File: src/hw/ecpp_map.svh
/*
  Constants of the parallel port engine: widths, depths, pin levels and timing.
  Assumes a single 40 ns clock and inclusion by bare name.
*/
`ifndef ECPP_MAP_SVH
`define ECPP_MAP_SVH

// One transfer unit is one byte
`define ECPP_BYTE_W 8
// FIFO entry: byte plus address/command tag above it
`define ECPP_ENTRY_W 9
`define ECPP_TAG_BIT 8
`define ECPP_FIFO_DEPTH 16
`define ECPP_FIFO_AW 4
// In a command byte this bit set means channel address, clear means run length
`define ECPP_ADDR_FLAG_BIT 7
`define ECPP_RUN_W 7

// Idle level of the active-low control pins
`define ECPP_PIN_IDLE 1'b1

// Compatibility strobe setup and width
`define ECPP_CLK_NS 40
`define ECPP_STROBE_NS 500
`define ECPP_STROBE_CYC ((`ECPP_STROBE_NS + `ECPP_CLK_NS - 1) / `ECPP_CLK_NS)
`define ECPP_CNT_W 4

`endif

File: src/hw/ecpp_pkg.sv
/*
  Types of the parallel port engine: modes, engine states and state records.
  Assumes ecpp_map.svh on the include path.
*/
`include "ecpp_map.svh"

package ecpp_pkg;

  typedef enum logic [1:0] {
    ECPP_MODE_SPP = 2'b00,
    ECPP_MODE_COMPAT = 2'b01,
    ECPP_MODE_ECP = 2'b10,
    ECPP_MODE_RSVD = 2'b11
  } ecpp_mode_t;

  typedef enum logic [3:0] {
    ST_IDLE = 4'b0000,
    ST_F_SETUP = 4'b0001,
    ST_F_STB = 4'b0010,
    ST_F_WAIT = 4'b0011,
    ST_C_SET = 4'b0100,
    ST_C_STB = 4'b0101,
    ST_C_WAIT = 4'b0110,
    ST_T_REV = 4'b0111,
    ST_R_REQ = 4'b1000,
    ST_R_ACK = 4'b1001,
    ST_T_FWD = 4'b1010
  } ecpp_state_t;

  typedef struct packed {
    ecpp_state_t st;
    ecpp_mode_t mode;
    logic [`ECPP_CNT_W-1:0] cnt;
    logic [`ECPP_BYTE_W-1:0] pdata;
    logic oe;
    logic strobe_n;
    logic autofd_n;
    logic init_n;
    logic selin_n;
    logic tag;
    logic fault;
    logic online;
  } ecpp_main_t;

  typedef struct packed {
    logic [`ECPP_FIFO_AW:0] wp;
    logic [`ECPP_FIFO_AW:0] rp;
  } ecpp_fifo_t;

  typedef struct packed {
    logic [`ECPP_BYTE_W-1:0] byte_v;
    logic tag;
    logic valid;
    logic [`ECPP_RUN_W-1:0] cnt;
    logic [`ECPP_RUN_W-1:0] run;
    logic armed;
  } ecpp_rle_t;

endpackage

File: src/hw/ecpp_fifo.sv
/*
  Shared byte FIFO with a tag bit per entry, valid/ready on both sides.
  Assumes one clock and a synchronous active-high reset.
*/
`timescale 1ns/1ns
`include "ecpp_map.svh"

module ecpp_fifo (
  // Clock and reset
  input wire logic mclk,
  input wire logic reset,
  // Fill side
  input wire logic wr_valid,
  output logic wr_ready,
  input wire logic [`ECPP_ENTRY_W-1:0] wr_data,
  // Drain side
  output logic rd_valid,
  input wire logic rd_ready,
  output logic [`ECPP_ENTRY_W-1:0] rd_data,
  // Level
  output logic full,
  output logic empty
);

  ecpp_pkg::ecpp_fifo_t s_q;
  ecpp_pkg::ecpp_fifo_t s_d;
  logic [`ECPP_ENTRY_W-1:0] mem [`ECPP_FIFO_DEPTH];

  // Extra pointer bit tells full from empty when the low bits meet
  assign full = (s_q.wp[`ECPP_FIFO_AW] != s_q.rp[`ECPP_FIFO_AW]) &&
                (s_q.wp[`ECPP_FIFO_AW-1:0] == s_q.rp[`ECPP_FIFO_AW-1:0]);
  assign empty = (s_q.wp == s_q.rp);
  assign wr_ready = !full;
  assign rd_valid = !empty;
  assign rd_data = mem[s_q.rp[`ECPP_FIFO_AW-1:0]];

  always_comb
  begin
    s_d = s_q;
    if (wr_valid && !full)
    begin
      s_d.wp = s_q.wp + 5'h01;
    end
    if (rd_ready && !empty)
    begin
      s_d.rp = s_q.rp + 5'h01;
    end
  end

  always_ff @(posedge mclk)
  begin
    if (reset)
    begin
      s_q <= '0;
    end
    else
    begin
      s_q <= s_d;
    end
  end

  always_ff @(posedge mclk)
  begin
    if (wr_valid && !full)
    begin
      mem[s_q.wp[`ECPP_FIFO_AW-1:0]] <= wr_data;
    end
  end

endmodule

File: src/hw/ecpp_rle.sv
/*
  Run-length expander for the reverse channel: swallows count bytes and
  repeats the next data byte. Assumes one clock, synchronous reset.
*/
`timescale 1ns/1ns
`include "ecpp_map.svh"

module ecpp_rle (
  // Clock and reset
  input wire logic mclk,
  input wire logic reset,
  // Bytes from the link
  input wire logic in_valid,
  output logic in_ready,
  input wire logic [`ECPP_BYTE_W-1:0] in_data,
  input wire logic in_cmd,
  // Expanded bytes toward the FIFO
  output logic out_valid,
  input wire logic out_ready,
  output logic [`ECPP_ENTRY_W-1:0] out_data
);

  ecpp_pkg::ecpp_rle_t s_q;
  ecpp_pkg::ecpp_rle_t s_d;
  logic take;
  logic is_count;

  // Only one byte in hand; the link is held off while a run drains
  assign in_ready = !s_q.valid;
  assign out_valid = s_q.valid;
  assign out_data = {s_q.tag, s_q.byte_v};
  assign take = in_valid && in_ready;
  assign is_count = in_cmd && !in_data[`ECPP_ADDR_FLAG_BIT];

  always_comb
  begin
    s_d = s_q;
    if (s_q.valid && out_ready)
    begin
      if (s_q.cnt != '0)
      begin
        s_d.cnt = s_q.cnt - 7'h01;
      end
      else
      begin
        s_d.valid = 1'b0;
      end
    end
    if (take)
    begin
      if (is_count)
      begin
        s_d.run = in_data[`ECPP_RUN_W-1:0];
        s_d.armed = 1'b1;
      end
      else
      begin
        s_d.byte_v = in_data;
        s_d.tag = in_cmd;
        s_d.valid = 1'b1;
        // A count of N yields N+1 copies; channel addresses pass unexpanded
        s_d.cnt = (s_q.armed && !in_cmd) ? s_q.run : '0;
        s_d.armed = in_cmd ? s_q.armed : 1'b0;
      end
    end
  end

  always_ff @(posedge mclk)
  begin
    if (reset)
    begin
      s_q <= '0;
    end
    else
    begin
      s_q <= s_d;
    end
  end
endmodule

File: src/hw/ecpp_port.sv
/*
  Parallel port transfer engine: conventional port, automatic compatibility
  handshake and the ECP forward/reverse channel with turnaround.
  Assumes pins sampled on mclk, mode and direction chosen by software.
*/
`timescale 1ns/1ns
`include "ecpp_map.svh"

module ecpp_port (
  // Clock and reset
  input wire logic mclk,
  input wire logic reset,
  // Mode and direction
  input ecpp_pkg::ecpp_mode_t mode,
  input wire logic dir_rev,
  // Conventional port levels
  input wire logic [`ECPP_BYTE_W-1:0] spp_data,
  input wire logic spp_strobe,
  input wire logic spp_autofd,
  input wire logic spp_init_n,
  input wire logic spp_selectin,
  input wire logic spp_dir,
  // Host write stream
  input wire logic wr_valid,
  output logic wr_ready,
  input wire logic [`ECPP_BYTE_W-1:0] wr_data,
  input wire logic wr_addr,
  // Host read stream
  output logic rd_valid,
  input wire logic rd_ready,
  output logic [`ECPP_BYTE_W-1:0] rd_data,
  output logic rd_cmd,
  // DMA and status
  output logic dma_req,
  output logic err_irq,
  output logic rev_active,
  output logic online,
  output logic fifo_full,
  output logic fifo_empty,
  // Port pins
  input wire logic [`ECPP_BYTE_W-1:0] pdata_in,
  output logic [`ECPP_BYTE_W-1:0] pdata_out,
  output logic pdata_oe,
  output logic strobe_n,
  output logic autofd_n,
  output logic init_n,
  output logic selectin_n,
  input wire logic busy,
  input wire logic ack_n,
  input wire logic perror,
  input wire logic fault_n,
  input wire logic select
);

  localparam int STB_W = `ECPP_STROBE_CYC;
  localparam logic [`ECPP_CNT_W-1:0] STB_LOAD = `ECPP_CNT_W'(STB_W - 1);
  // Strobe rises this many cycles after its second low cycle
  localparam int STB_TAIL = STB_W - 1;

  ecpp_pkg::ecpp_main_t s_q;
  ecpp_pkg::ecpp_main_t s_d;

  logic eng_pop;
  logic rle_in_valid;
  logic rle_in_ready;
  logic rle_out_valid;
  logic rle_out_ready;
  logic [`ECPP_ENTRY_W-1:0] rle_out_data;
  logic fifo_wr_valid;
  logic fifo_wr_ready;
  logic [`ECPP_ENTRY_W-1:0] fifo_wr_data;
  logic fifo_rd_valid;
  logic fifo_rd_ready;
  logic [`ECPP_ENTRY_W-1:0] fifo_rd_data;
  logic rev;
  logic is_ecp;

  function automatic logic is_rev(input ecpp_pkg::ecpp_state_t st);
    is_rev = (st == ecpp_pkg::ST_T_REV) || (st == ecpp_pkg::ST_R_REQ) ||
             (st == ecpp_pkg::ST_R_ACK) || (st == ecpp_pkg::ST_T_FWD);
  endfunction

  assign rev = is_rev(s_q.st);
  assign is_ecp = (mode == ecpp_pkg::ECPP_MODE_ECP);

  // Shared FIFO: filled by the host forward, by the expander in reverse
  ecpp_fifo u_fifo (
    .mclk(mclk),
    .reset(reset),
    .wr_valid(fifo_wr_valid),
    .wr_ready(fifo_wr_ready),
    .wr_data(fifo_wr_data),
    .rd_valid(fifo_rd_valid),
    .rd_ready(fifo_rd_ready),
    .rd_data(fifo_rd_data),
    .full(fifo_full),
    .empty(fifo_empty)
  );

  ecpp_rle u_rle (
    .mclk(mclk),
    .reset(reset),
    .in_valid(rle_in_valid),
    .in_ready(rle_in_ready),
    .in_data(pdata_in),
    .in_cmd(!busy),
    .out_valid(rle_out_valid),
    .out_ready(rle_out_ready),
    .out_data(rle_out_data)
  );

  assign fifo_wr_valid = rev ? rle_out_valid : (wr_valid && wr_ready);
  assign fifo_wr_data = rev ? rle_out_data : {wr_addr, wr_data};
  assign rle_out_ready = rev && fifo_wr_ready;
  assign wr_ready = !rev && (mode != ecpp_pkg::ECPP_MODE_SPP) && fifo_wr_ready;
  assign fifo_rd_ready = rev ? rd_ready : eng_pop;
  assign rd_valid = rev && fifo_rd_valid;
  assign rd_data = fifo_rd_data[`ECPP_BYTE_W-1:0];
  assign rd_cmd = fifo_rd_data[`ECPP_TAG_BIT];
  assign dma_req = rev ? !fifo_empty :
                   ((mode != ecpp_pkg::ECPP_MODE_SPP) && !fifo_full);

  assign pdata_out = s_q.pdata;
  assign pdata_oe = s_q.oe;
  assign strobe_n = s_q.strobe_n;
  assign autofd_n = s_q.autofd_n;
  assign init_n = s_q.init_n;
  assign selectin_n = s_q.selin_n;
  assign err_irq = s_q.fault;
  assign rev_active = rev;
  assign online = s_q.online;

  always_comb
  begin
    s_d = s_q;
    eng_pop = 1'b0;
    rle_in_valid = 1'b0;
    s_d.mode = mode;
    s_d.online = select;
    // Hint only: direction still follows dir_rev and the ECP mode alone
    s_d.fault = !fault_n && !rev;
    if (is_ecp)
    begin
      s_d.selin_n = `ECPP_PIN_IDLE;
    end
    else if (!rev)
    begin
      // Software levels wait until a reverse phase has been unwound
      s_d.selin_n = !spp_selectin;
      s_d.autofd_n = !spp_autofd;
      s_d.init_n = spp_init_n;
    end
    case (s_q.st)
      ecpp_pkg::ST_IDLE:
      begin
        s_d.strobe_n = `ECPP_PIN_IDLE;
        if (mode == ecpp_pkg::ECPP_MODE_SPP)
        begin
          s_d.pdata = spp_data;
          s_d.oe = !spp_dir;
          s_d.strobe_n = !spp_strobe;
        end
        else if (is_ecp && dir_rev)
        begin
          s_d.oe = 1'b0;
          s_d.autofd_n = 1'b0;
          s_d.init_n = 1'b0;
          s_d.st = ecpp_pkg::ST_T_REV;
        end
        else if (fifo_rd_valid && !busy)
        begin
          // Bytes go out as written, a run-length byte is software's job
          s_d.pdata = fifo_rd_data[`ECPP_BYTE_W-1:0];
          s_d.tag = fifo_rd_data[`ECPP_TAG_BIT];
          s_d.oe = 1'b1;
          s_d.cnt = STB_LOAD;
          if (is_ecp)
          begin
            s_d.autofd_n = !fifo_rd_data[`ECPP_TAG_BIT];
            s_d.init_n = `ECPP_PIN_IDLE;
            s_d.st = ecpp_pkg::ST_F_SETUP;
          end
          else
          begin
            s_d.st = ecpp_pkg::ST_C_SET;
          end
        end
        else if (is_ecp)
        begin
          s_d.oe = 1'b1;
          s_d.init_n = `ECPP_PIN_IDLE;
        end
        else
        begin
          s_d.oe = 1'b1;
        end
      end
      ecpp_pkg::ST_F_SETUP:
      begin
        if (!busy)
        begin
          s_d.strobe_n = 1'b0;
          s_d.st = ecpp_pkg::ST_F_STB;
        end
      end
      ecpp_pkg::ST_F_STB:
      begin
        if (busy)
        begin
          s_d.strobe_n = `ECPP_PIN_IDLE;
          eng_pop = 1'b1;
          s_d.st = ecpp_pkg::ST_F_WAIT;
        end
      end
      ecpp_pkg::ST_F_WAIT:
      begin
        if (!busy)
        begin
          s_d.st = ecpp_pkg::ST_IDLE;
        end
      end
      ecpp_pkg::ST_C_SET:
      begin
        if (s_q.cnt == '0)
        begin
          s_d.strobe_n = 1'b0;
          s_d.cnt = STB_LOAD;
          s_d.st = ecpp_pkg::ST_C_STB;
        end
        else
        begin
          s_d.cnt = s_q.cnt - 4'h1;
        end
      end
      ecpp_pkg::ST_C_STB:
      begin
        if (s_q.cnt == '0)
        begin
          s_d.strobe_n = `ECPP_PIN_IDLE;
          eng_pop = 1'b1;
          s_d.st = ecpp_pkg::ST_C_WAIT;
        end
        else
        begin
          s_d.cnt = s_q.cnt - 4'h1;
        end
      end
      ecpp_pkg::ST_C_WAIT:
      begin
        if (!busy)
        begin
          s_d.st = ecpp_pkg::ST_IDLE;
        end
      end
      ecpp_pkg::ST_T_REV:
      begin
        s_d.init_n = 1'b0;
        if (!perror)
        begin
          s_d.autofd_n = !rle_in_ready;
          s_d.st = ecpp_pkg::ST_R_REQ;
        end
      end
      ecpp_pkg::ST_R_REQ:
      begin
        // Peripheral may only drive while nAutoFd is low, so a byte is taken only then
        if (!s_q.autofd_n && !ack_n)
        begin
          rle_in_valid = 1'b1;
          s_d.autofd_n = `ECPP_PIN_IDLE;
          s_d.st = ecpp_pkg::ST_R_ACK;
        end
        else if (!dir_rev || !is_ecp)
        begin
          s_d.autofd_n = `ECPP_PIN_IDLE;
          if (s_q.autofd_n)
          begin
            s_d.init_n = `ECPP_PIN_IDLE;
            s_d.st = ecpp_pkg::ST_T_FWD;
          end
        end
        else
        begin
          s_d.autofd_n = !rle_in_ready;
        end
      end
      ecpp_pkg::ST_R_ACK:
      begin
        if (ack_n)
        begin
          s_d.st = ecpp_pkg::ST_R_REQ;
        end
      end
      ecpp_pkg::ST_T_FWD:
      begin
        s_d.init_n = `ECPP_PIN_IDLE;
        if (perror)
        begin
          s_d.oe = 1'b1;
          s_d.st = ecpp_pkg::ST_IDLE;
        end
      end
      default:
      begin
        s_d.st = ecpp_pkg::ST_IDLE;
      end
    endcase
    // A forward transfer cut by a mode change restarts from idle
    if ((mode != s_q.mode) && !rev)
    begin
      s_d.st = ecpp_pkg::ST_IDLE;
      s_d.strobe_n = `ECPP_PIN_IDLE;
    end
  end

  always_ff @(posedge mclk)
  begin
    if (reset)
    begin
      s_q <= '{st: ecpp_pkg::ST_IDLE, mode: ecpp_pkg::ECPP_MODE_SPP, cnt: '0,
               pdata: '0, oe: 1'b0, strobe_n: 1'b1, autofd_n: 1'b1,
               init_n: 1'b1, selin_n: 1'b1, tag: 1'b0, fault: 1'b0,
               online: 1'b0};
    end
    else
    begin
      s_q <= s_d;
    end
  end
endmodule

File: config.mk
export PLATFORM = sky130hd
export DESIGN_NAME = ecpp_port
export DESIGN_NICKNAME = d
export VERILOG_FILES = /design/src/hw/ecpp_pkg.sv /design/src/hw/ecpp_fifo.sv /design/src/hw/ecpp_rle.sv /design/src/hw/ecpp_port.sv
export VERILOG_INCLUDE_DIRS = /design/src /design/src/hw
export SDC_FILE = /design/constraint.sdc
export NUM_CORES = 1
export LEC_CHECK = 0
export BUFFER_PORTS_ARGS = -buffer_cell sky130_fd_sc_hd__buf_2
export CAP_MARGIN = 20
export CORE_MARGIN = 5
export CORE_UTILIZATION = 40
export CTS_CLUSTER_DIAMETER = 100
export DETAILED_ROUTE_END_ITERATION = 10
export HOLD_SLACK_MARGIN = 0.12
export PLACE_DENSITY_LB_ADDON = 0.2
export REMOVE_ABC_BUFFERS = 1
export SETUP_SLACK_MARGIN = 0.15
export SYNTH_ARGS = -nofsm -noshare
export SYNTH_HDL_FRONTEND = slang
export SYNTH_SLANG_ARGS = --single-unit
File: constraint.sdc
create_clock -name mclk -period 2.57 [get_ports mclk]
set_clock_uncertainty 0.2 [all_clocks]
set_input_delay 0.514 -clock mclk [delete_from_list [all_inputs] [get_ports mclk]]
set_output_delay 0.514 -clock mclk [all_outputs]
set_load 0.1 [all_outputs]
## Word-level counts from Yosys, hierarchy flattened

Memory sizes are Yosys's and may differ from the RTL's. A register that Yosys moved wholly into a read port is not among the register bits.
Cells that the tools add are included.
Widths: inputs -> output; s select.

| storage, ports and cells | value |
|---|---|
| bits in registers | 60 |
| bits in writable memories | 144 |
| input port bits | 42 |
| output and inout bits | 30 |
| word-level logic and storage cells | 187 |
| memories | 1 |

| cells by class | value |
|---|---|
| $add $sub $neg | 4 |
| eq/ne operators | 32 |
| multiplexer cells | 71 |
| bitwise logic cells | 1 |
| reduce and logical (&&, ||, !) cells | 59 |

Memories:

| memory | depth | width | rd ports | clocked after Yosys merged registers in | write ports | RTL line | source |
|---|---|---|---|---|---|---|---|
| u_fifo.mem | 16 | 9 | 1 | 1 | 1 | ecpp_fifo.sv:27 | `` logic [`ECPP_ENTRY_W-1:0] mem [`ECPP_FIFO_DEPTH]; `` |

Operators with widths:

| cell | number |
|---|---|
| $mux 4 | 19 |
| $pmux 4 s10 | 1 |
| $mux 1 | 28 |
| $ne 2x2->1 const B | 13 |
| $mux 12 | 2 |
| $mux 7 | 3 |
| $logic_and 1x1->1 | 18 |
| $mux 9 | 2 |
| $eq 4x3->1 const B | 4 |
| $logic_not 1->1 | 16 |
| $mux 16 | 1 |
| $mux 8 | 2 |
| $eq 4x4->1 const B | 3 |
| $pmux 4 s3 | 1 |
| $reduce_and 12->1 | 1 |
| $add 5x1->5 const B | 2 |
| $reduce_and 5->1 | 2 |
| $mux 3 | 3 |
| $eq 4x2->1 const B | 2 |
| $logic_not 4->1 | 2 |
| $mux 2 | 4 |
| $reduce_and 2->1 | 4 |
| $reduce_bool 2->1 | 4 |
| $reduce_bool 7->1 | 1 |
| 23 further kinds | 29 |

## Logic depth before layout (Yosys ltp)

Gate-level depths: netlist of the first run.

| depth | value |
|---|---|
| word-level depth | 12 |
| depth in mapped cells | 9 |
| depth with buffers taken out | 7 |

## By module

A second synthesis of the first run with hierarchy kept.

| unflattened totals | value |
|---|---|
| cell total of the unflattened synthesis | 681 |
| area total of the unflattened synthesis | 9474.1 sq um |

Modules (own cells, without submodules):

| module | instances | cells an instance | area each (sq um) | seq. area each (sq um) |
|---|---|---|---|---|
| ecpp_fifo | 1 | 304 | 6444.9 | 4604.4 |
| ecpp_port | 1 | 252 | 1825.5 | 500.5 |
| ecpp_rle | 1 | 125 | 1203.7 | 500.5 |

## Least setup slack after synthesis of the first run

No wires, ideal clock.

| path | value |
|---|---|
| path kind | reg-to-output |
| from | reg u_fifo.s_q[7] in the netlist's numbering |
| to | out dma_req |
| arrival | 4.116 ns |
| data required time | 1.856 ns |
| path slack | -2.260 ns |
| stages on the path, launching flop included | 9 |
| path buffers | 2 |
| path through | dfxtp_1 > buf_4 > xnor2_1 > and4_1 > buf_2 > nand2_2 > inv_2 > nor3_1 > or2_2 |

| between the ends | value |
|---|---|
| longest elaborated chain between the ends | 5 |
| elaborated cells between the ends (all ways) | 7 |
| those cells by class | eq/ne (2); mux (1); reduce/logical (4) |

RTL lines:

| what | RTL line | source |
|---|---|---|
| start: declaration | ecpp_fifo.sv:25 | `ecpp_pkg::ecpp_fifo_t s_q;` |
| start signal: assignment | ecpp_fifo.sv:54 | `s_q <= '0;` |
| start signal: assignment | ecpp_fifo.sv:58 | `s_q <= s_d;` |
| $eq 4x4->1 | ecpp_fifo.sv:31 | `` (s_q.wp[`ECPP_FIFO_AW-1:0] == s_q.rp[`ECPP_FIFO_AW-1:0]); `` |
| $logic_and 1x1->1 | ecpp_fifo.sv:30 | `` assign full = (s_q.wp[`ECPP_FIFO_AW] != s_q.rp[`ECPP_FIFO_AW]) && `` |
| via fifo_full | ecpp_port.sv:38 | `output logic fifo_full,` |
| $logic_not 1->1 | ecpp_port.sv:121 | `((mode != ecpp_pkg::ECPP_MODE_SPP) && !fifo_full);` |
| $logic_and 1x1->1 | ecpp_port.sv:121 |  |
| $mux 1 | ecpp_port.sv:120 | `assign dma_req = rev ? !fifo_empty :` |
| end: declaration | ecpp_port.sv:34 | `output logic dma_req,` |

The timed path passes the listed nets, and every way through them passes these cells.

==> impl_metrics.csv, run 1 <==
group,metric,value,unit
sta,setup_viol,11,
synth,ys_ff_latch,208,
floorplan,rows,55,
worst_setup_path,end_kind,"output port",
cts,cts.sinks,208,
synth,synth_warnings,0,
pwr,report.power.total,7.991,mW
route,first_iter_violations,439,
floorplan,core-area,22640,um2
sta,fin_crit_sh,1.204,
cts,clock_path_buffers,3,
route,wl_per_cell,21.36,um
floorplan,dieHeight,161.8,um
synth,dominantRegCellSynth,"edfxtp_1",
finish,drive_gt1_frac,0.3956,
synth,synth-edff-count,144,
cts,cts-root-buf,"clkbuf_16",
pwr,power.leakage,4.430,nW
cts,insertion_delay,0.51,ns
sta,final_period_minus_worst_setup_slack,3.095,ns
worst_setup_path,crit_type,"register to output port",
pwr,vdd_ir_drop_max,0.0005469,V
synth,async_flop_share,0,
worst_setup_path,worstPathMaxFanout,8,
synth,syn_area_per_cell,13.76,um2
finish,fin_nets,900,
synth,yosysTopAreaCell,"edfxtp_1",
synth,synthCells,670,
global_routing,grt_use_total,0.1784,
worst_setup_path,critPathTopFamily,"multiplexers",
worst_setup_path,arrival,2.38,ns
sta,whs,0.1831,ns
placed_design,gp_congestion,0.8373,
floorplan,die_width,161.8,um
route,vias,6362,
route,vias_per_cell,5.523,
sta,worst_slew_margin_rel,0.5090,
placed_design,port_buffers,71,
cts,numCtsBuffers,24,
synth,synth_area_leaders,"edfxtp_1, dfxtp_1, mux4_2",
floorplan,start_util,0.4071,
worst_setup_path,critPathLaunchType,"register",
synth,yosysSeqAreaShare,0.6081,
sta,rsz0062_at_grt,"true",
route,drt.antenna.violating_nets,0,
finish,area_delta_synth_final,35.43,%
sta,setup_ws,-0.5251,ns
worst_setup_path,crit_buf_inv,2,
run_status,violations,"negative setup slack",
sta,finalHoldViolations,0,
worst_setup_path,required,1.86,ns
flow_run,drv_cap,0,
run_status,outcome,"finished, violations left",
route,routed_wl,24610,um
cts,cts_tree,"built",
global_routing,grt_max_degree,37,
finish,nFillCells,1810,
synth,ys_types,74,
pwr,power.density,640.2,nW/um2
global_routing,grt_pass1_vias,6422,
route,drc,0,
worst_setup_path,cp_slowest_stage_delay,0.56,ns
finish,antenna_cells,0,
cts,path_clk_slew,0.06,ns
global_routing,grt_first_pass_wirelength,36630,um
sta,slew_violations,0,
cts,h-tree-depth,1,
route,drt_pass1_iterations,4,
worst_setup_path,cp_cell_sequence,"buf_12 > mux4_2 > mux4_2 > buf_12",
floorplan,die-area,26180,um2
worst_hold_path,min_path_type,"input port to register",
placed_design,dpl.hpwl,15950,um
synth,syn_area,9218,um2
floorplan,io_pins,72,
synth,yosysTopAreaCellShare,0.4691,
sta,worst_slew_pin_slew,0.7329,ns
worst_setup_path,critPathSlowestCell,"mux4_2",
global_routing,grt_antenna_before_repair,0,
sta,clock.fmax,323.1,MHz
global_routing,overflow,0,
-- worst min-delay path, delay by kind of cell --
family | cells | cell delay (ns)
AO/OA/AOI/OAI | 3 | 0.26
buffers and inverters | 1 | 0.08
-- stage by stage --
stage | utilization | area (um2) | TNS (ns) | cells | setup slack [ns]
after global placement | 0.4634 | 10490 | -0.3633 | 1049 | -0.06765
final | 0.5514 | 12480 | -4.579 | 1152 | -0.5251
after detailed placement | 0.4634 | 10490 | -0.6152 | 1049 | -0.1062
after floorplan | - | 8970 | -102.24 | 624 | -2.743
after CTS | 0.5299 | 12000 | -4.753 | 1135 | -0.5379
after global routing | 0.5514 | 12480 | -5.453 | 1152 | -0.5887
-- Yosys cell counts, types with 3 or more instances --
library cell / instances
ha_1: 9
mux2_2: 3
nor2_1: 38
mux4_2: 45
a211oi_1: 4
and3_1: 15
clkbuf_1: 19
a31oi_1: 3
buf_2: 9
xnor2_1: 9
inv_1: 16
nor3_1: 16
or4_1: 7
and2_1: 3
a22o_1: 3
xor2_1: 4
buf_1: 3
or3_1: 3
nand3_1: 9
o31a_1: 3
o211ai_1: 3
and3b_1: 3
edfxtp_1: 144
a21oi_1: 25
nand2_1: 67
dfxtp_1: 64
o31ai_1: 5
nor3b_1: 4
nand3b_1: 5
a311oi_1: 8
nor2b_1: 9
o2111ai_1: 4
or2_2: 3
mux2i_1: 22
o21ai_0: 23
nor4_1: 3
buf_4: 13
-- state kept, by name (all words and copies together) (netlist names), named ones only --
name / cells
s_q: 10
u_rle.out_valid: 1
strobe_n: 1
autofd_n: 1
init_n: 1
err_irq: 1
pdata_oe: 1
online: 1
u_fifo.s_q: 10
u_fifo.mem: 144
u_rle.s_q: 15
pdata_out: 8
u_rle.out_data: 9
selectin_n: 1
-- cells by family after synthesis --
kind of cell               Yosys count  synth area share
xor gates and xnor gates            13           0.01235
adders and majority gates            9           0.01222
DFF                                208            0.6081
buffers and inverters               64           0.03421
muxes                               70            0.1375
and+or+nand+nor                    202            0.1140
AOI/OAI and AO/OA                  104           0.08158
-- metal layers --
metal | share of wire | track usage | wire (um)
met5 | 0 | 0 | 0
met2 | 0.48 | 0.2924 | 11910
met1 | 0.44 | 0.2543 | 10900
met3 | 0.054 | 0.02639 | 1318
met4 | 0.019 | 0.03998 | 478
-- layout make-up --
cell class | count | area, um2 | area share
sequential | 208 | 5642 | 0.4519
multi-input combinational | 398 | 3630 | 0.2908
timing repair buffer | 199 | 1957 | 0.1568
clock buffer | 27 | 633.1 | 0.05072
tap | 285 | 356.6 | 0.02857
clock inverter | 17 | 195.2 | 0.01564
inverter | 18 | 70.07 | 0.005613
-- report_power, final --
part / switching (mW) / internal [mW] / total, mW
clock network: 1.32 / 2.17 / 3.50
registers: 0.0296 / 3.62 / 3.65
logic: 0.543 / 0.300 / 0.842
-- what timing repair did --
action / in CTS / in global routing
gates cloned: 1 / 5
buffers inserted: 22 / 13
hold buffers: 19 / 0
endpoints found under the hold margin: 26 / 0
endpoints found under the setup margin: 16 / 245
pin swaps: 13 / 19
gates resized for setup: 80 / 75
-- layout by cell type, fill, tap and decap left out, types with 7 or more instances in the layout --
cell type / n
edfxtp_1: 144
nand2_1: 60
buf_4: 59
buf_2: 56
dfxtp_1: 49
mux4_2: 45
nor2_1: 35
clkbuf_16: 28
buf_6: 28
buf_12: 26
a21oi_1: 24
mux2i_1: 21
dlygate4sd3_1: 19
o21ai_0: 18
inv_1: 16
nor3_1: 14
and3_4: 13
ha_1: 9
nor2b_1: 8
nand3_1: 8
dfxtp_2: 8
or4_1: 7
a311oi_1: 7
dfxtp_4: 7
buf_8: 7
-- final timing paths --
| kind | startpoint | to | slack (ns) | cells past startpoint |
|---|---|---|---|---|
| max | register | rd_data[2] | -0.53 | 4 |
| min | spp_dir | pdata_oe | 0.18 | 4 |
| max reg2reg | register | autofd_n | 0.01 | 7 |
| min reg2reg | u_rle.out_data[7] | u_rle.out_data[7] | 0.26 | 2 |
No activity file was read; power rests on OpenSTA's default activity.
==> run 2, diff against run 1 <==
--- a/config.mk
+++ b/config.mk
@@ -12,6 +12,7 @@
 export CORE_UTILIZATION = 40
 export CTS_CLUSTER_DIAMETER = 100
 export DETAILED_ROUTE_END_ITERATION = 10
+export GPL_TIMING_DRIVEN = 0
 export HOLD_SLACK_MARGIN = 0.12
 export PLACE_DENSITY_LB_ADDON = 0.2
 export REMOVE_ABC_BUFFERS = 1
==> constraint.sdc (replaced) <==
create_clock -name mclk -period 2.57 [get_ports mclk]
set_clock_uncertainty 0.2 [all_clocks]
set_input_delay 0.514 -clock mclk [delete_from_list [all_inputs] [get_ports mclk]]
set_output_delay 0.514 -clock mclk [all_outputs]
set_load 0.05 [all_outputs]
==> impl_metrics.csv, run 2 (same netlist as run 1, synthesis figures left out) <==
group,metric,value,unit
route,drt_pass1_iterations,5,
finish,area_delta_synth_final,28.63,%
cts,numCtsBuffers,24,
finish,multi_input_area,3633,um2
placed_design,dpl.hpwl,14440,um
route,vias,6312,
worst_setup_path,cp_slowest_stage_delay,0.55,ns
global_routing,grt_antenna_before_repair,1,
finish,stdcell_area,11860,um2
worst_setup_path,required,1.86,ns
pwr,power.density,636.6,nW/um2
finish,final-seq-area,5655,um2
cts,clock_path_buffers,3,
floorplan,die_width,161.8,um
worst_setup_path,arrival,2.40,ns
sta,setup_viol,11,
cts,insertion_delay,0.51,ns
pwr,vdd_ir_drop_max,0.0004512,V
sta,whs,0.1538,ns
global_routing,grt_pass1_vias,6369,
sta,rsz0062_at_grt,"true",
global_routing,grt_first_pass_wirelength,35620,um
run_status,outcome,"finished, violations left",
finish,fin_nets,866,
worst_setup_path,r2r_end,"autofd_n",
finish,layout.cells.most_common,"edfxtp_1",
sta,clock.fmax,321.1,MHz
floorplan,start_util,0.4071,
floorplan,die-area,26180,um2
cts,h-tree-depth,1,
finish,fin_cells,1119,
sta,slew_violations,0,
sta,fin_crit_sh,1.212,
finish,largest_register_ffs,144,
placed_design,gp_congestion,0.8510,
route,first_iter_violations,464,
floorplan,rows,55,
placed_design,post_dp_cell_area,9717,um2
cts,cts_tree,"built",
worst_setup_path,worstPathMaxFanout,5,
global_routing,overflow,0,
sta,finalHoldViolations,0,
global_routing,grt_use_total,0.1736,
cts,cts-root-buf,"clkbuf_16",
worst_setup_path,worstRegToRegCells,8,
cts,path_clk_slew,0.06,ns
finish,mostFrequentLayoutCells,"edfxtp_1, nand2_1, buf_2, dfxtp_1, mux4_2",
worst_hold_path,holdPathStages,2,
worst_setup_path,cpMostUsedCell,"mux4_2",
floorplan,core-area,22640,um2
worst_setup_path,r2r_slack,-0.04,ns
route,drc,0,
global_routing,grt_max_degree,56,
sta,setup_ws,-0.5447,ns
finish,final_util,0.5237,
floorplan,io_pins,72,
cts,cts.sinks,208,
finish,drive_gt1_frac,0.3613,
worst_hold_path,min_path_type,"input port to register",
placed_design,pre_cts_ws,-1.139,ns
worst_hold_path,hold_end,"s_q[21]",
flow_run,drv_cap,0,
pwr,report.power.total,7.547,mW
floorplan,dieHeight,161.8,um
sta,worst_slew_margin_rel,0.2844,
sta,tns,-4.873,ns
route,vias_per_cell,5.641,
worst_setup_path,end_kind,"output port",
worst_setup_path,cp_cell_sequence,"buf_12 > buf_16 > mux4_2 > mux4_2 > buf_8",
sta,final_period_minus_worst_setup_slack,3.115,ns
route,routed_wl,23770,um
route,wl_per_cell,21.24,um
sta,worst_slew_pin_slew,1.073,ns
finish,nFillCells,1860,
placed_design,placed_cells,982,
placed_design,port_buffers,71,
worst_hold_path,hp-start,"mode[1]",
worst_setup_path,critPathSlowestCell,"mux4_2",
pwr,power.leakage,4.161,nW
run_status,violations,"negative setup slack",
route,drt.antenna.violating_nets,0,
worst_setup_path,crit_type,"register to output port",
worst_setup_path,critPathLaunchType,"register",
## run 2: cell types whose count changed in the layout (fill, tap and decap cells not counted), sizes merged
cell	previous run	this run
buf	177	138
clkinv	12	6
and3	15	20
bufinv	4	1
nor2	38	41
diode	0	1
clkinvlp	1	0
clkbuf	30	37
## run 2: cell type report
cell class | count | share of cell area
Antenna cell | 1 | 0.0002111
Clock buffer | 37 | 0.05994
Clock inverter | 7 | 0.004749
Inverter | 18 | 0.006965
Multi-Input combinational cell | 406 | 0.3065
Sequential cell | 208 | 0.4770
Tap cell | 285 | 0.03008
Timing Repair Buffer | 157 | 0.1146
## run 2: where the power goes
part	switching (mW)	leakage [nW]	internal, mW
sequential	0.0285	1.83	3.62
combinational	0.406	1.95	0.241
clock	1.26	0.377	1.99
## run 2: worst max path at each step
stage / startpoint / end
after global routing: register / rd_cmd
after floorplan: s_q[23] / dma_req
after CTS: register / rd_cmd
after detailed placement: s_q[23] / u_fifo.mem[6][6]
final: register / rd_data[3]
after global placement: register / rd_data[5]
## run 2: metal layers
metal  track usage  vias to the layer above  part of all wire
met5             0                        -                 0
met4       0.04960                        0             0.024
met3       0.03197                       37             0.066
met2        0.2757                      206              0.47
met1        0.2463                     3185              0.44
li1              -                     2884                 -
## run 2: repair_timing
item,in CTS,in global routing
hold buffers,19,0
gates cloned,2,8
gates resized for setup,131,26
endpoints found under the hold margin,26,0
endpoints found under the setup margin,358,157
buffers inserted,51,13
pin swaps,13,16
## run 2: worst max-delay path, delay by kind of cell, from the launching register on
family	cells	cell delay (ns)
buffers and inverters	3	0.43
flip-flops	1	0.36
multiplexers	2	1.09
==> run 3, diff against run 2 <==
--- a/config.mk
+++ b/config.mk
@@ -16,7 +16,7 @@
 export HOLD_SLACK_MARGIN = 0.12
 export PLACE_DENSITY_LB_ADDON = 0.2
 export REMOVE_ABC_BUFFERS = 1
-export SETUP_SLACK_MARGIN = 0.15
+export SETUP_SLACK_MARGIN = 0.3
 export SYNTH_ARGS = -nofsm -noshare
 export SYNTH_HDL_FRONTEND = slang
 export SYNTH_SLANG_ARGS = --single-unit
==> impl_metrics.csv, run 3 (same netlist as run 1, synthesis figures left out) <==
group,metric,value,unit
floorplan,rows,55,
finish,area_delta_synth_final,35.51,%
finish,fin_nets,903,
cts,clock_path_buffers,3,
finish,antenna_cells,0,
worst_setup_path,worstRegToRegCells,8,
worst_setup_path,worstPathMaxFanout,5,
worst_setup_path,r2r_slack,-0.05,ns
route,drt.antenna.violating_nets,0,
route,vias,6508,
floorplan,die_width,161.8,um
floorplan,core-area,22640,um2
worst_setup_path,crit_type,"register to output port",
global_routing,grt_max_degree,56,
cts,cts-root-buf,"clkbuf_16",
worst_setup_path,required,1.86,ns
finish,mostFrequentLayoutCells,"edfxtp_1, buf_2, nand2_1, dfxtp_1, buf_4",
cts,cts.sinks,208,
sta,slew_violations,0,
worst_setup_path,r2r_end,"autofd_n",
pwr,power.density,612.9,nW/um2
sta,rsz0062_at_grt,"true",
worst_setup_path,arrival,2.41,ns
route,wl_per_cell,21.63,um
cts,cts_tree,"built",
global_routing,grt_first_pass_wirelength,36170,um
sta,setup_viol,12,
worst_setup_path,end_kind,"output port",
run_status,outcome,"finished, violations left",
route,drt_pass1_iterations,5,
worst_hold_path,min_path_type,"input port to register",
sta,finalHoldViolations,0,
flow_run,drv_cap,0,
cts,insertion_delay,0.51,ns
sta,worst_slew_margin_rel,0.2315,
floorplan,dieHeight,161.8,um
floorplan,io_pins,72,
sta,clock.fmax,320.4,MHz
route,drc,0,
floorplan,die-area,26180,um2
cts,h-tree-depth,1,
sta,setup_ws,-0.5506,ns
global_routing,grt_pass1_vias,6448,
sta,fin_crit_sh,1.214,
placed_design,pre_cts_ws,-1.139,ns
finish,layout.cells.most_common,"edfxtp_1",
sta,worst_slew_pin_slew,1.153,ns
sta,final_period_minus_worst_setup_slack,3.121,ns
global_routing,grt_use_total,0.1764,
finish,largest_register_ffs,144,
worst_setup_path,critPathLaunchType,"register",
finish,drive_gt1_frac,0.4195,
placed_design,gp_congestion,0.8510,
pwr,vdd_ir_drop_max,0.0004512,V
route,vias_per_cell,5.635,
cts,path_clk_slew,0.06,ns
route,routed_wl,24980,um
route,first_iter_violations,506,
global_routing,overflow,0,
cts,numCtsBuffers,24,
pwr,power.leakage,4.415,nW
pwr,report.power.total,7.656,mW
worst_hold_path,hp-start,"mode[0]",
global_routing,grt_antenna_before_repair,0,
run_status,violations,"negative setup slack",
placed_design,dpl.hpwl,14440,um
floorplan,start_util,0.4071,
placed_design,port_buffers,71,
worst_setup_path,crit_end,"rd_data[3]",
-- run 3: cell count changes in the layout (fill, tap and decap cells not counted), sizes merged --
cell    delta
buf       +31
clkbuf     +1
and3       +8
nor2       -3
diode      -1
-- run 3: metrics by stage --
stage	instances	hold slack [ns]	utilization	area, um2	setup TNS, ns
global route	1155	0.1417	0.5517	12490	-5.829
finish	1155	0.1582	0.5517	12490	-4.948
detailed placement	982	0.2517	0.4292	9717	-239.00
floorplan	624	0.2244	-	8970	-70.30
global placement	980	0.2479	0.4276	9682	-248.43
CTS	1113	0.1320	0.5232	11850	-5.069
-- run 3: per-layer routing --
layer | wire length (um) | vias up | track usage
met4 | 615 | 0 | 0.04767
met1 | 10890 | 3256 | 0.2523
met3 | 1569 | 45 | 0.02994
met2 | 11910 | 240 | 0.2812
met5 | 0 | - | 0
li1 | - | 2967 | -
-- run 3: report_power, final --
part | switching [mW] | internal, mW | total, mW | leakage, nW
registers | 0.0304 | 3.62 | 3.65 | 1.83
logic | 0.440 | 0.304 | 0.745 | 2.21
clock network | 1.27 | 1.99 | 3.26 | 0.377
-- run 3: repair_timing --
action / 4_1_cts / 5_1_grt
gates resized for setup: 162 / 82
hold buffers: 19 / 0
pin swaps: 20 / 27
hold endpoints to repair: 26 / 0
buffers inserted: 65 / 28
setup endpoints to repair: 360 / 247
cloned: 3 / 14
-- run 3: cell type report --
cell class | count | area (um2)
clock buffers | 37 | 710.7
clock inverters | 7 | 56.30
fillers | 1784 | 10150
inverters | 18 | 82.58
multi-input cells | 411 | 3885
flip-flops and latches | 208 | 5660
well taps | 285 | 356.6
repair buffers | 189 | 1739
-- run 3: worst min path at each step --
stage	to	slack, ns	cells past startpoint
floorplan	u_rle.s_q[11]	0.22	2
detailed placement	u_rle.out_data[7]	0.25	2
global route	s_q[21]	0.14	2
global placement	u_rle.s_q[0]	0.25	1
finish	s_q[20]	0.16	2
CTS	pdata_oe	0.13	4
-- run 3: critical path: stages, from the launching register on --
cell and delay (ns):
dfxtp_4 0.36, buf_12 0.13, buf_16 0.12, mux4_2 0.56, mux4_2 0.54, buf_8 0.18
